`src/rtl/sild_pkg.sv`:
```
// Package of constants and types shared by the status indicator LED driver.
package sild_pkg;

    localparam int CLK_PERIOD_NS = 20;
    localparam int MS_NS = 1000000;
    localparam int MS_CYCLES = MS_NS / CLK_PERIOD_NS;

    // Flash rates are held in millihertz so that 2.5 Hz stays an integer.
    localparam int SLOW_FLASH_MHZ = 2500;
    localparam int FAST_FLASH_MHZ = 10000;
    localparam int SLOW_HALF_MS = 1000000 / (2 * SLOW_FLASH_MHZ);
    localparam int FAST_HALF_MS = 1000000 / (2 * FAST_FLASH_MHZ);
    localparam int PULSE_ON_MS = 200;
    localparam int PULSE_GAP_MS = 200;
    localparam int PULSE_OFF_MS = 1000;
    localparam int SINGLE_FRAME_MS = PULSE_ON_MS + PULSE_OFF_MS;
    localparam int DOUBLE_FRAME_MS = 2 * PULSE_ON_MS + PULSE_GAP_MS + PULSE_OFF_MS;
    localparam int HOUR_MS = 3600000;
    localparam int MS_CNT_W = 11;
    localparam int HOUR_CNT_W = 22;

    // Communication state codes as presented by the state machine logic.
    localparam logic [3:0] AL_INIT = 4'h1;
    localparam logic [3:0] AL_PREOP = 4'h2;
    localparam logic [3:0] AL_BOOT = 4'h3;
    localparam logic [3:0] AL_SAFEOP = 4'h4;
    localparam logic [3:0] AL_OP = 4'h8;

    typedef enum {RUN_OFF, RUN_SLOW, RUN_SINGLE, RUN_ON, RUN_FAST} sild_run_mode_t;

    // Object dictionary indices.
    localparam logic [15:0] OBJ_DEVICE_TYPE = 16'h1000;
    localparam logic [15:0] OBJ_SM_TYPES = 16'h1C00;
    localparam logic [15:0] OBJ_SM0_PDO = 16'h1C10;
    localparam logic [15:0] OBJ_SM1_PDO = 16'h1C11;
    localparam logic [15:0] OBJ_SM3_PDO = 16'h1C13;
    localparam logic [15:0] OBJ_INSTALL_LOC = 16'h2007;
    localparam logic [15:0] OBJ_OP_HOURS = 16'h2008;
    localparam logic [15:0] OBJ_EQUIP_ID = 16'h200A;
    localparam logic [15:0] OBJ_FACTORY_RESET = 16'h2F00;
    localparam logic [15:0] OBJ_INPUTS = 16'h4000;
    localparam logic [15:0] OBJ_IO_STATUS = 16'h4001;
    localparam logic [15:0] OBJ_TX_MAP_INPUTS = 16'h1A00;

    localparam logic [31:0] DEVICE_TYPE_VAL = 32'h0000_0000;
    localparam logic [7:0] SM_COUNT = 8'h04;
    localparam logic [7:0] SM3_PDO_COUNT = 8'h01;
    localparam logic [7:0] INPUT_BYTES = 8'h02;
    localparam logic [7:0] IO_STATUS_ENTRIES = 8'h01;
    localparam logic [7:0] FRESET_NORMAL = 8'h00;
    localparam logic [7:0] FRESET_DEVICE = 8'h01;

    // Identification switch limits.
    localparam logic [7:0] ID_MIN = 8'h01;
    localparam logic [7:0] ID_MAX = 8'h9F;
    localparam logic [3:0] DIGIT_MAX = 4'h9;
    localparam logic [1:0] STARTUP_WAIT = 2'h3;

    // Input synchroniser width: 16 inputs, 2 links, 8 switch bits, 5 monitors.
    localparam int SYNC_W = 31;

endpackage : sild_pkg

```
`src/rtl/sild_sync.sv`:
```
// Two flip-flop synchroniser for a group of asynchronous pin levels.
`timescale 1ns/1ps
module sild_sync #(
    parameter int W = 1
) (
    input wire logic sys_clk_i,
    input wire logic rst_b_i,
    input wire logic [W-1:0] async_i,
    output logic [W-1:0] sync_o
);
    logic [W-1:0] meta_reg;

    // The first stage feeds only the second stage.
    always_ff @(posedge sys_clk_i or negedge rst_b_i) begin
        if (!rst_b_i) begin
            meta_reg <= '0;
            sync_o <= '0;
        end else begin
            meta_reg <= async_i;
            sync_o <= meta_reg;
        end
    end

endmodule : sild_sync

```
`src/rtl/sild_pattern_gen.sv`:
```
// Millisecond based flash and pulse pattern generator for the indicators.
`timescale 1ns/1ps
module sild_pattern_gen
    import sild_pkg::*;
(
    input wire logic sys_clk_i,
    input wire logic rst_b_i,
    input wire logic ms_tick_i,
    output logic slow_o,
    output logic fast_o,
    output logic single_o,
    output logic double_o
);
    logic [MS_CNT_W-1:0] slow_cnt_reg;
    logic [MS_CNT_W-1:0] fast_cnt_reg;
    logic [MS_CNT_W-1:0] single_cnt_reg;
    logic [MS_CNT_W-1:0] double_cnt_reg;

    // Half periods give the flashes an even duty cycle.
    always_ff @(posedge sys_clk_i or negedge rst_b_i) begin
        if (!rst_b_i) begin
            slow_cnt_reg <= '0;
            slow_o <= 1'b0;
        end else if (ms_tick_i) begin
            if (slow_cnt_reg == MS_CNT_W'(SLOW_HALF_MS - 1)) begin
                slow_cnt_reg <= '0;
                slow_o <= !slow_o;
            end else begin
                slow_cnt_reg <= slow_cnt_reg + 1'b1;
            end
        end
    end

    always_ff @(posedge sys_clk_i or negedge rst_b_i) begin
        if (!rst_b_i) begin
            fast_cnt_reg <= '0;
            fast_o <= 1'b0;
        end else if (ms_tick_i) begin
            if (fast_cnt_reg == MS_CNT_W'(FAST_HALF_MS - 1)) begin
                fast_cnt_reg <= '0;
                fast_o <= !fast_o;
            end else begin
                fast_cnt_reg <= fast_cnt_reg + 1'b1;
            end
        end
    end

    always_ff @(posedge sys_clk_i or negedge rst_b_i) begin
        if (!rst_b_i) begin
            single_cnt_reg <= '0;
            double_cnt_reg <= '0;
        end else if (ms_tick_i) begin
            single_cnt_reg <= (single_cnt_reg == MS_CNT_W'(SINGLE_FRAME_MS - 1)) ? '0
                : single_cnt_reg + 1'b1;
            double_cnt_reg <= (double_cnt_reg == MS_CNT_W'(DOUBLE_FRAME_MS - 1)) ? '0
                : double_cnt_reg + 1'b1;
        end
    end

    assign single_o = single_cnt_reg < MS_CNT_W'(PULSE_ON_MS);
    assign double_o = (double_cnt_reg < MS_CNT_W'(PULSE_ON_MS)) ||
        ((double_cnt_reg >= MS_CNT_W'(PULSE_ON_MS + PULSE_GAP_MS)) &&
        (double_cnt_reg < MS_CNT_W'(2 * PULSE_ON_MS + PULSE_GAP_MS)));

    property p_slow_on_tick;
        @(posedge sys_clk_i) disable iff (!rst_b_i)
        $changed(slow_o) |-> $past(ms_tick_i) &&
        ($past(slow_cnt_reg) == MS_CNT_W'(SLOW_HALF_MS - 1));
    endproperty
    a_slow_on_tick: assert property (p_slow_on_tick) else $error("slow flash toggled off phase");

    property p_double_gap;
        @(posedge sys_clk_i) disable iff (!rst_b_i)
        (double_cnt_reg >= MS_CNT_W'(PULSE_ON_MS) &&
        double_cnt_reg < MS_CNT_W'(PULSE_ON_MS + PULSE_GAP_MS)) |-> !double_o;
    endproperty
    a_double_gap: assert property (p_double_gap) else $error("double pulse lit in gap");

endmodule : sild_pattern_gen

```
`src/rtl/sild_top.sv`:
```
// Front panel status indicator driver with its object dictionary access port.
//
// Notes on behaviour
// - Link LED green while either port linked.
// - Ready LED steady green once started.
// - Firmware update flashes ready LED yellow.
// - Supply or temperature fault alternates green/yellow.
// - Sensor overload alternates too, supply LED red.
// - Invalid switch code lights ready red.
// - Ready LED dark while not ready; code still lights it for update, switch error or supply alarm.
// - Run LED off in Init.
// - Run LED blinks 2.5 Hz in Pre-Operational.
// - Safe-Operational: 200 ms on, 1000 ms off.
// - Run LED steady in Operational.
// - Run LED flashes 10 Hz in Bootstrap.
// - Error LED red on critical error.
// - Error LED blinks 2.5 Hz on configuration error.
// - Watchdog double pulse, application error single pulse.
// - Supply LED green, off, or red overload.
// - Input LEDs yellow while input set.
// - Objects reachable through mailbox service transfers.
// - Index plus subindex; subindex 0 gives count.
// - Object SM3_PDO_ASSIGNMENT reports inputs on sync manager 3.
// - Factory reset and two text objects writable.
// - Codes outside 01..159 flagged, old identification kept.
`timescale 1ns/1ps
module sild_top
    import sild_pkg::*;
#(
    parameter int TICK_CYCLES = MS_CYCLES
) (
    input wire logic sys_clk_i,
    input wire logic rst_b_i,
    input wire logic [15:0] di_pin_i,
    input wire logic link_port_in_i,
    input wire logic link_port_out_i,
    input wire logic [3:0] switch_tens_i,
    input wire logic [3:0] switch_ones_i,
    input wire logic sensor_supply_ok_i,
    input wire logic supply_window_fault_i,
    input wire logic sensor_overload_i,
    input wire logic actuator_supply_ok_i,
    input wire logic temp_critical_i,
    input wire logic device_ready_i,
    input wire logic fw_update_i,
    input wire logic [3:0] al_state_i,
    input wire logic crit_error_i,
    input wire logic config_error_i,
    input wire logic wdog_expired_i,
    input wire logic app_error_i,
    input wire logic [7:0] prev_ident_i,
    input wire logic obj_req_i,
    input wire logic obj_wr_i,
    input wire logic [15:0] obj_index_i,
    input wire logic [7:0] obj_subindex_i,
    input wire logic [31:0] obj_wdata_i,
    output logic obj_ack_o,
    output logic obj_abort_o,
    output logic [31:0] obj_rdata_o,
    output logic text_obj_wr_o,
    output logic factory_reset_o,
    output logic [7:0] ident_value_o,
    output logic link_led_o,
    output logic ready_green_o,
    output logic ready_yellow_o,
    output logic ready_red_o,
    output logic run_led_o,
    output logic err_led_o,
    output logic sensor_supply_led_green_o,
    output logic sensor_supply_led_red_o,
    output logic actuator_supply_led_o,
    output logic [15:0] input_led_o
);
    logic [SYNC_W-1:0] pins_async;
    logic [SYNC_W-1:0] pins_s;
    logic [15:0] di_s;
    logic [1:0] link_s;
    logic [3:0] tens_s;
    logic [3:0] ones_s;
    logic sensor_ok_s;
    logic window_fault_s;
    logic overload_s;
    logic actuator_ok_s;
    logic temp_crit_s;
    logic [$clog2(TICK_CYCLES)-1:0] tick_cnt_reg;
    logic ms_tick;
    logic slow_ph;
    logic fast_ph;
    logic single_ph;
    logic double_ph;
    logic [1:0] startup_reg;
    logic captured_reg;
    logic switch_invalid_reg;
    logic [7:0] switch_code;
    logic switch_ok;
    logic supply_alarm;
    sild_run_mode_t run_mode;
    logic [HOUR_CNT_W-1:0] hour_ms_reg;
    logic [31:0] op_hours_reg;
    logic [7:0] freset_reg;
    logic [31:0] io_status;
    logic [31:0] rd_val;
    logic rd_hit;
    logic wr_text;

    assign pins_async = {di_pin_i, link_port_out_i, link_port_in_i, switch_tens_i,
        switch_ones_i, sensor_supply_ok_i, supply_window_fault_i, sensor_overload_i,
        actuator_supply_ok_i, temp_critical_i};

    sild_sync #(
        .W(SYNC_W)
    ) u_sync (
        .sys_clk_i(sys_clk_i),
        .rst_b_i(rst_b_i),
        .async_i(pins_async),
        .sync_o(pins_s)
    );

    assign {di_s, link_s, tens_s, ones_s, sensor_ok_s, window_fault_s, overload_s,
        actuator_ok_s, temp_crit_s} = pins_s;

    // One millisecond tick; shorten TICK_CYCLES to speed up simulation.
    always_ff @(posedge sys_clk_i or negedge rst_b_i) begin
        if (!rst_b_i) begin
            tick_cnt_reg <= '0;
        end else if (ms_tick) begin
            tick_cnt_reg <= '0;
        end else begin
            tick_cnt_reg <= tick_cnt_reg + 1'b1;
        end
    end

    assign ms_tick = tick_cnt_reg == ($clog2(TICK_CYCLES))'(TICK_CYCLES - 1);

    sild_pattern_gen u_pattern (
        .sys_clk_i(sys_clk_i),
        .rst_b_i(rst_b_i),
        .ms_tick_i(ms_tick),
        .slow_o(slow_ph),
        .fast_o(fast_ph),
        .single_o(single_ph),
        .double_o(double_ph)
    );

    function automatic sild_run_mode_t run_mode_of(input logic [3:0] st);
        case (st)
            AL_PREOP: run_mode_of = RUN_SLOW;
            AL_SAFEOP: run_mode_of = RUN_SINGLE;
            AL_OP: run_mode_of = RUN_ON;
            AL_BOOT: run_mode_of = RUN_FAST;
            default: run_mode_of = RUN_OFF;
        endcase
    endfunction : run_mode_of

    // Switch code is tens times ten plus ones, read once after reset release.
    assign switch_code = {1'b0, tens_s, 3'b000} + {3'b000, tens_s, 1'b0} + {4'h0, ones_s};
    assign switch_ok = (ones_s <= DIGIT_MAX) && (switch_code >= ID_MIN) &&
        (switch_code <= ID_MAX);

    // Waiting a few cycles lets the synchroniser fill before the switches are caught.
    always_ff @(posedge sys_clk_i or negedge rst_b_i) begin
        if (!rst_b_i) begin
            startup_reg <= '0;
            captured_reg <= 1'b0;
            switch_invalid_reg <= 1'b0;
            ident_value_o <= 8'h00;
        end else if (!captured_reg) begin
            if (startup_reg == STARTUP_WAIT) begin
                captured_reg <= 1'b1;
                switch_invalid_reg <= !switch_ok;
                ident_value_o <= switch_ok ? switch_code : prev_ident_i;
            end else begin
                startup_reg <= startup_reg + 1'b1;
            end
        end
    end

    assign supply_alarm = window_fault_s || temp_crit_s || overload_s;

    always_ff @(posedge sys_clk_i or negedge rst_b_i) begin
        if (!rst_b_i) begin
            link_led_o <= 1'b0;
            input_led_o <= '0;
            sensor_supply_led_green_o <= 1'b0;
            sensor_supply_led_red_o <= 1'b0;
            actuator_supply_led_o <= 1'b0;
        end else begin
            link_led_o <= |link_s;
            input_led_o <= di_s;
            sensor_supply_led_red_o <= overload_s;
            sensor_supply_led_green_o <= sensor_ok_s && !overload_s;
            actuator_supply_led_o <= actuator_ok_s;
        end
    end

    // Update indication outranks the switch error, which outranks supply alarms.
    always_ff @(posedge sys_clk_i or negedge rst_b_i) begin
        if (!rst_b_i) begin
            ready_green_o <= 1'b0;
            ready_yellow_o <= 1'b0;
            ready_red_o <= 1'b0;
        end else if (fw_update_i) begin
            ready_green_o <= 1'b0;
            ready_yellow_o <= slow_ph;
            ready_red_o <= 1'b0;
        end else if (captured_reg && switch_invalid_reg) begin
            ready_green_o <= 1'b0;
            ready_yellow_o <= 1'b0;
            ready_red_o <= 1'b1;
        end else if (supply_alarm) begin
            ready_green_o <= slow_ph;
            ready_yellow_o <= !slow_ph;
            ready_red_o <= 1'b0;
        end else begin
            ready_green_o <= device_ready_i && captured_reg;
            ready_yellow_o <= 1'b0;
            ready_red_o <= 1'b0;
        end
    end

    assign run_mode = run_mode_of(al_state_i);

    always_ff @(posedge sys_clk_i or negedge rst_b_i) begin
        if (!rst_b_i) begin
            run_led_o <= 1'b0;
        end else begin
            unique case (run_mode)
                RUN_OFF: run_led_o <= 1'b0;
                RUN_SLOW: run_led_o <= slow_ph;
                RUN_SINGLE: run_led_o <= single_ph;
                RUN_ON: run_led_o <= 1'b1;
                RUN_FAST: run_led_o <= fast_ph;
            endcase
        end
    end

    always_ff @(posedge sys_clk_i or negedge rst_b_i) begin
        if (!rst_b_i) begin
            err_led_o <= 1'b0;
        end else if (crit_error_i) begin
            err_led_o <= 1'b1;
        end else if (wdog_expired_i) begin
            err_led_o <= double_ph;
        end else if (config_error_i) begin
            err_led_o <= slow_ph;
        end else if (app_error_i) begin
            err_led_o <= single_ph;
        end else begin
            err_led_o <= 1'b0;
        end
    end

    // Operating hours count whole hours of powered time.
    always_ff @(posedge sys_clk_i or negedge rst_b_i) begin
        if (!rst_b_i) begin
            hour_ms_reg <= '0;
            op_hours_reg <= '0;
        end else if (ms_tick) begin
            if (hour_ms_reg == HOUR_CNT_W'(HOUR_MS - 1)) begin
                hour_ms_reg <= '0;
                op_hours_reg <= op_hours_reg + 1'b1;
            end else begin
                hour_ms_reg <= hour_ms_reg + 1'b1;
            end
        end
    end

    assign io_status = {26'h0, switch_invalid_reg, temp_crit_s, window_fault_s,
        actuator_ok_s, overload_s, sensor_ok_s};

    // Single entry objects accept subindex 0 only; lists answer their count there.
    always_comb begin
        rd_val = 32'h0000_0000;
        rd_hit = 1'b1;
        case (obj_index_i)
            OBJ_DEVICE_TYPE: begin
                rd_val = DEVICE_TYPE_VAL;
                rd_hit = obj_subindex_i == 8'h00;
            end
            OBJ_SM_TYPES: begin
                rd_val = (obj_subindex_i == 8'h00) ? {24'h0, SM_COUNT}
                    : {24'h0, obj_subindex_i};
                rd_hit = obj_subindex_i <= SM_COUNT;
            end
            OBJ_SM0_PDO, OBJ_SM1_PDO: begin
                rd_hit = obj_subindex_i == 8'h00;
            end
            OBJ_SM3_PDO: begin
                rd_val = (obj_subindex_i == 8'h00) ? {24'h0, SM3_PDO_COUNT}
                    : {16'h0, OBJ_TX_MAP_INPUTS};
                rd_hit = obj_subindex_i <= SM3_PDO_COUNT;
            end
            OBJ_OP_HOURS: begin
                rd_val = op_hours_reg;
                rd_hit = obj_subindex_i == 8'h00;
            end
            OBJ_FACTORY_RESET: begin
                rd_val = {24'h0, freset_reg};
                rd_hit = obj_subindex_i == 8'h00;
            end
            OBJ_INPUTS: begin
                rd_val = (obj_subindex_i == 8'h00) ? {24'h0, INPUT_BYTES}
                    : (obj_subindex_i == 8'h01) ? {24'h0, di_s[7:0]}
                    : {24'h0, di_s[15:8]};
                rd_hit = obj_subindex_i <= INPUT_BYTES;
            end
            OBJ_IO_STATUS: begin
                rd_val = (obj_subindex_i == 8'h00) ? {24'h0, IO_STATUS_ENTRIES} : io_status;
                rd_hit = obj_subindex_i <= IO_STATUS_ENTRIES;
            end
            default: begin
                rd_hit = 1'b0;
            end
        endcase
    end

    assign wr_text = ((obj_index_i == OBJ_INSTALL_LOC) || (obj_index_i == OBJ_EQUIP_ID));

    // Every request is answered on the next edge; refused ones carry the abort flag.
    always_ff @(posedge sys_clk_i or negedge rst_b_i) begin
        if (!rst_b_i) begin
            obj_ack_o <= 1'b0;
            obj_abort_o <= 1'b0;
            obj_rdata_o <= '0;
            text_obj_wr_o <= 1'b0;
            freset_reg <= FRESET_NORMAL;
        end else begin
            obj_ack_o <= obj_req_i;
            obj_abort_o <= 1'b0;
            text_obj_wr_o <= 1'b0;
            if (obj_req_i && !obj_wr_i) begin
                obj_rdata_o <= rd_hit ? rd_val : 32'h0000_0000;
                obj_abort_o <= !rd_hit;
            end else if (obj_req_i) begin
                obj_rdata_o <= 32'h0000_0000;
                if (obj_index_i == OBJ_FACTORY_RESET && obj_subindex_i == 8'h00 &&
                    obj_wdata_i[7:0] <= FRESET_DEVICE) begin
                    freset_reg <= obj_wdata_i[7:0];
                end else if (wr_text) begin
                    text_obj_wr_o <= 1'b1;
                end else begin
                    obj_abort_o <= 1'b1;
                end
            end
        end
    end

    assign factory_reset_o = freset_reg == FRESET_DEVICE;

    property p_link;
        @(posedge sys_clk_i) disable iff (!rst_b_i)
        (link_s == 2'b00) |=> !link_led_o;
    endproperty
    a_link: assert property (p_link) else $error("link LED lit without link");

    property p_ready_green;
        @(posedge sys_clk_i) disable iff (!rst_b_i)
        (captured_reg && !switch_invalid_reg && !fw_update_i && !supply_alarm && device_ready_i)
        |=> ready_green_o && !ready_yellow_o && !ready_red_o;
    endproperty
    a_ready_green: assert property (p_ready_green) else $error("ready LED not green");

    property p_fw_yellow;
        @(posedge sys_clk_i) disable iff (!rst_b_i)
        fw_update_i |=> !ready_green_o && !ready_red_o && (ready_yellow_o == $past(slow_ph));
    endproperty
    a_fw_yellow: assert property (p_fw_yellow) else $error("update flash wrong");

    property p_invalid_red;
        @(posedge sys_clk_i) disable iff (!rst_b_i)
        (captured_reg && switch_invalid_reg && !fw_update_i) |=> ready_red_o && !ready_green_o;
    endproperty
    a_invalid_red: assert property (p_invalid_red) else $error("invalid switch not red");

    property p_run_init;
        @(posedge sys_clk_i) disable iff (!rst_b_i)
        (al_state_i == AL_INIT) [*2] |=> !run_led_o;
    endproperty
    a_run_init: assert property (p_run_init) else $error("run LED lit in init");

    property p_err_order;
        @(posedge sys_clk_i) disable iff (!rst_b_i)
        (!crit_error_i && wdog_expired_i && config_error_i) |=> err_led_o == $past(double_ph);
    endproperty
    a_err_order: assert property (p_err_order) else $error("error LED priority wrong");

    property p_inputs;
        @(posedge sys_clk_i) disable iff (!rst_b_i)
        $rose(captured_reg) |-> ##3 input_led_o == $past(di_pin_i, 3);
    endproperty
    a_inputs: assert property (p_inputs) else $error("input LEDs lag wrong");

    property p_sm3;
        @(posedge sys_clk_i) disable iff (!rst_b_i)
        (obj_req_i && !obj_wr_i && obj_index_i == 16'h1C13 && obj_subindex_i == 8'h01)
        |=> obj_ack_o && !obj_abort_o && obj_rdata_o == 32'h0000_1A00;
    endproperty
    a_sm3: assert property (p_sm3) else $error("sync manager 3 object wrong");

    property p_ident;
        @(posedge sys_clk_i) disable iff (!rst_b_i)
        $rose(captured_reg) |-> ident_value_o == (switch_invalid_reg ? $past(prev_ident_i)
        : $past(switch_code)) && switch_invalid_reg == !$past(switch_ok);
    endproperty
    a_ident: assert property (p_ident) else $error("identification capture wrong");

endmodule : sild_top

```
`config.mk`:
```
export PLATFORM = sky130hd
export DESIGN_NAME = sild_top
export DESIGN_NICKNAME = d
export VERILOG_FILES = /design/src/rtl/sild_pkg.sv /design/src/rtl/sild_sync.sv /design/src/rtl/sild_pattern_gen.sv /design/src/rtl/sild_top.sv
export SDC_FILE = /design/constraint.sdc
export NUM_CORES = 1
export LEC_CHECK = 0
export CORE_MARGIN = 2
export CORE_UTILIZATION = 54
export CTS_CLUSTER_SIZE = 28
export DETAILED_ROUTE_END_ITERATION = 6
export DONT_BUFFER_PORTS = 1
export PLACE_DENSITY_LB_ADDON = 0.15
export SLEW_MARGIN = 5
export SYNTH_ARGS = -nofsm -noshare
export SYNTH_HDL_FRONTEND = slang
export SYNTH_SLANG_ARGS = --single-unit
```
`constraint.sdc`:
```
create_clock -name sys_clk_i -period 2.7 [get_ports sys_clk_i]
set_input_delay 0.54 -clock sys_clk_i [delete_from_list [all_inputs] [get_ports sys_clk_i]]
set_output_delay 0.54 -clock sys_clk_i [all_outputs]
set_load 0.01 [all_outputs]
```
==> results of run 1 <==
[report_power, final]
part / internal [mW] / leakage [nW] / switching (mW)
registers: 3.96 / 3.36 / 0.0749
clock network: 2.13 / 0.432 / 1.52
logic: 0.0701 / 1.60 / 0.0775
[worst min-delay path by stage]
stage | endpoint | slack (ps) | cells after the start
detailed placement | u_sync.sync_o[12] | 250 | 0
floorplan | actuator_supply_led_o | 240 | 0
global placement | u_sync.sync_o[12] | 250 | 0
CTS | u_sync.sync_o[12] | -320 | 0
global route | u_sync.sync_o[12] | -310 | 0
finish | ident_value_o[0] | -300 | 0
[cells in the mapped netlist, drive strengths merged, types with 14 or more instances]
master,number,area [sq um]
dfrtp,258,6460
nand2,109,409
o21ai,61,305
xnor2,58,508
nor2,55,209
inv,51,191
nand3,50,250
nand4,33,213
and3,26,163
xor2,26,228
clkbuf,25,93.8
nor3,23,131
ha,17,213
a21oi,15,75.1
nor2b,14,87.6
[through the flow]
stage / std cells / hold slack [ps]
finish: 1304 / -299
floorplan: 994 / 244
detailed placement: 1253 / 251
global route: 1302 / -313
global placement: 1253 / 251
CTS: 1302 / -317
[worst max-delay path: stages (launching register included)]
cell      delay [ps]
dfrtp_1          360
inv_1             60
fa_1             490
inv_1             70
fa_2             400
nand3_1          110
and3_4           200
a2bb2o_1         310
nor3_1           200
o21ai_0          110
a31oi_1          160
[repair_timing]
action                     in CTS  in global routing
gates resized for setup         0                  6
setup endpoints to repair       0                  9
setup buffers                   0                  0
hold endpoints to repair      258                258
[routing by layer]
layer	GRT usage, %	up-vias	wire length [um]	part of all wire, %
li1	-	3554	-	-
met1	29.9	3636	10200	45
met2	34.8	200	10800	47
met3	4.13	29	1340	5.9
met4	5.05	0	440	1.9
met5	0	-	0	0
[final cells by class]
| cell class | instances | share of cell area (%) |
|---|---|---|
| multi-input cells | 653 | 34.7 |
| flip-flops and latches | 258 | 52.5 |
| well taps | 270 | 2.75 |
| diodes | 2 | 0.0407 |
| clock inverters | 15 | 1.27 |
| inverters | 51 | 1.56 |
| clock buffers | 34 | 5.95 |
| repair buffers | 21 | 1.28 |
[kinds of logic (layout without fill, tap and decap cells)]
kind of cell             Yosys count  in the layout
AND/OR/NAND/NOR                  384            384
flip-flops                       258            258
AO/OA/AOI/OAI                    153            153
XOR/XNOR                          84             84
buffers and inverters             83            121
adder cells (fa/ha/maj)           20             20
multiplexers                      12             12
other                              0              2
==> run metrics, run 1 <==
outcome complete, but fails checks; failing checks negative hold slack; Critical Path Sink Type flop; clock sink count 258; post-synthesis compound-gate area fraction 9.50%; Cell Pwr Density 636 mW/mm^2; crit share post-route 94.8%; nets 1140; actual slew at the worst max-slew pin 628 ps; area post-placement 0.0114 sq mm; Yosys Warn Count 0; Critical Path RT 3150 ps; main combinational cell family by area after synthesis simple AND/OR/NAND/NOR gates; Synth async-reset ratio 100%; Final min period 2560 ps; design area 0.0123 sq mm; Setup WS pre-CTS 14.5 ps; Multi-input gate area 0.00427 sq mm; CTS tree yes; Netlist cell types 70; via count 7419; worst reg2reg path startpoint u_sync.sync_o[9]; global-route wire length before repair 37600 um; Simple-Gate Fraction of Synth Area 18.8%; data arrival time of the worst path 3010 ps; Critical Path Fanout Max 3; GRT Total Usage 21.3%; Lkg Pwr 5.39 nW; multiplexer share of the synthesized area 1.13%; setup_tns 0 ps; final hold vios 258; syn_nets 1122; DIE HEIGHT 147 um; Initial Util 54.7%; mean post-synth cell area 11.1 sq um; post-layout util 61.0%; antenna viol nets, final 0; die width 147 um; max-cap violations 0; fmax 0.391 GHz; CTS clk-pin slew, worst paths 60 ps; R2R setup slack 140 ps; IO Count 178; largest net degree at the start of global routing 259; CTS Buffer Depth 3; xor/xnor cell area share of the yosys netlist 6.67%; Tot Pwr 7.83 mW; Routed wire per std cell 17.5 um; ratio of cells with drive above 1 in the final layout 9.30%; register bit total from synthesis 258; final hold slack -299 ps; Final Max Tran Viols 0; clock buffer count from CTS 27; # DRC 0; die area 0.0216 sq mm; unrepaired setup endpoints after global routing true; Setup WS post-layout 140 ps; Hold WC Path Type in -> async; Site Rows 52; Core Region 0.0202 sq mm; Layout area overhead 11.5%; grt total ovfl 0; post-synthesis adder-cell area fraction 2.38%; Post-Syn Instances 994; relative slew slack 57.8%; Fill cells 1665; Final setup viols 0; gpl congestion 0.819; Clock Latency Late Sink 530 ps; most common cell after layout, fill and taps aside dfrtp_1; First-pass DRT Iterations 5; Post-DP HPWL 15600 um; vias per std cell 5.69; Main synth FF type dfrtp_1; Peak supply drop 0.000536 V; kind of critical path reg -> reg; vias in the first global route 7313; initial antenna violation count 2; Worst Skew 16.7 ps; H-tree depth 1; final wirelength 22800 um; Worst setup SP type flop; Post-Syn Area 0.0110 sq mm; post-synthesis sequential area ratio 58.5%; Post-synth EDFFs 0; Seq. cell area 0.00646 sq mm; leading cell types in the layout, fill and taps excluded dfrtp_1 (258), nand2_1 (109), o21ai_0 (59), xnor2_1 (58), nor2_1 (54); Clock Root Buffer clkbuf_16; Iter 0 DRT Violations 596; R2R depth 10; CP Launch Point u_sync.sync_o[9]; crit path to ident_value_o[4]; capture point of the worst reg-to-reg path ident_value_o[4]; # port buffers 0
Note: power is estimated with default switching activity, not from simulation.
==> inputs of run 2 (changes only) <==
- BUFFER_PORTS_ARGS: not set -> -buffer_cell sky130_fd_sc_hd__buf_2
- CORE_UTILIZATION: 54 -> 51
- DONT_BUFFER_PORTS: 1 -> not set
- GPL_ROUTABILITY_DRIVEN: not set -> 0
==> run 2 against run 1 <==
  * The flow now finishes without violations
  * Sequential share of layout area shrank 3.5 points
  * Cell area grew 7.2%
  * Flip-flop and latch count is the same
  * Via count grew 7.9%
  * Setup slack gained 8.6 ps
  * Count of clock-buffer cells in the layout grew 2
  * Critical path type unchanged
  * Critical endpoint is now ident_value_o[0]
==> run metrics, run 2 (synthesis results as in run 1) <==
unrepaired setup endpoints after global routing false; crit-path cells inv_1, fa_1, inv_1, fa_2, nand3_2, and3_4, a2bb2o_1, a21oi_2, a22oi_1, o21ai_0; worst reg2reg path startpoint u_sync.sync_o[8]; post-layout util 62.4%; register share of total power 49.1%; CTS Buffer Depth 3; Clock Latency Late Sink 530 ps; final wirelength 23500 um; CP Buf/Inv Count 2; P_int 6.38 mW; # port buffers 153; global-route wire length before repair 39200 um; Worst Min Path Start switch_tens_i[3]; slowest CP cell fa_1; Post-DP HPWL 16500 um; # DRC 0; data arrival time of the worst path 2980 ps; Critical Path RT 3130 ps; Final setup viols 0; clock sink count 258; final hold vios 0; Worst setup SP type flop; clock power share 46.2%; clock buffer count from CTS 27; Critical Path Fanout Max 4; largest net degree at the start of global routing 75; die area 0.0228 sq mm; nets 1299; ratio of cells with drive above 1 in the final layout 21.4%; setup_tns 0 ps; Lkg Pwr 6.12 nW; antenna viol nets, final 0; vias per std cell 5.46; combinational power share 4.7%; via count 8004; Sw Pwr 1.76 mW; grt total ovfl 0; crit-path max cell delay 530 ps; Routed wire per std cell 16.0 um; IO Count 178; Iter 0 DRT Violations 421; H-tree depth 1; leading cell types in the layout, fill and taps excluded dfrtp_1 (258), buf_2 (152), nand2_1 (109), o21ai_0 (59), xnor2_1 (58); CP Launch Point u_sync.sync_o[8]; CTS tree yes; # Post-CTS Setup Buffers 0; most used cell, CP inv_1; initial antenna violation count 2; kind of critical path reg -> reg; max-cap violations 0; crit share post-route 94.5%; DIE HEIGHT 151 um; Layout area overhead 19.5%; relative slew slack 53.4%; die width 151 um; Peak supply drop 0.000530 V; Worst Skew 10.6 ps; Final Max Tran Viols 0; GRT Total Usage 21.3%; vias in the first global route 7887; delay-heaviest family, CP adder cells; Switching Fraction 21.7%; First-pass DRT Iterations 5; Core Region 0.0212 sq mm; Initial Util 52.2%; actual slew at the worst max-slew pin 698 ps; Hold WC Path Type in -> reg; Clock Root Buffer clkbuf_16; Site Rows 53; outcome complete, no violations; CTS clk-pin slew, worst paths 60 ps; Cell Pwr Density 618 mW/mm^2; Critical Path Sink Type flop; most common cell after layout, fill and taps aside dfrtp_1; fmax 0.392 GHz; Final min period 2550 ps
## run 2: cell types whose count changed in the layout (fill, tap and decap cells not counted), sizes merged
| cell | delta |
|---|---|
| buf | +158 |
| clkbuf | +2 |
| clkinv | -2 |
| clkinvlp | -2 |
| bufinv | +1 |
| dlygate4sd3 | +1 |
| inv | -1 |
## run 2: power by group through the flow
stage	combinational (mW)	clock (mW)	sequential [mW]
CTS	0.390	3.83	4.00
global route	0.439	4.00	4.01
floorplan	0.114	0	4.08
finish	0.387	3.76	4.00
detailed placement	0.384	0	4.07
global placement	0.378	0	4.07
## run 2: path summary, 6_finish.rpt
kind                                  endpoint  slack, ps  cells after the start
min reg2reg                  u_sync.sync_o[13]        350                      0
min                        u_sync.meta_reg[12]        110                      1
max reg2reg                   ident_value_o[0]        150                     10
max in group asynchronous       input_led_o[4]       1450                      3
min in group asynchronous     ident_value_o[4]        510                      2
max                           ident_value_o[0]        150                     10
## run 2: metal layers
metal / GRT usage [%] / up-vias / wire (um)
met4: 6.03 / 0 / 397
met2: 34.7 / 188 / 11100
met3: 3.13 / 34 / 1160
met5: 0 / - / 0
li1: - / 3872 / -
met1: 30.1 / 3910 / 10800
## run 2: layout make-up
cell class,instances,area (sq um)
fillers,1734,7960
flip-flops and latches,258,6460
multi-input cells,653,4270
repair buffers,180,1020
clock buffers,36,769
well taps,275,344
inverters,51,191
clock inverters,11,134
diodes,2,5.00
## run 2: stage by stage
step | area, sq um | hold WS [ps] | worst slack [ps] | cells | power (mW)
finish | 13200 | 112 | 149 | 1466 | 8.15
global route | 13200 | 98.2 | 2.70 | 1466 | 8.44
CTS | 13200 | 97.5 | 44.1 | 1464 | 8.22
detailed placement | 12200 | 335 | 36.4 | 1416 | 4.45
global placement | 12200 | 332 | 85.8 | 1416 | 4.45
floorplan | 11000 | 244 | 57.7 | 994 | 4.19
## run 2: what timing repair did
action	4_1_cts	5_1_grt
setup endpoints to repair	1	9
endpoints found under the hold margin	51	0
gates cloned	0	0
hold buffers	1	0
pin swaps	0	1
resized for setup	2	5
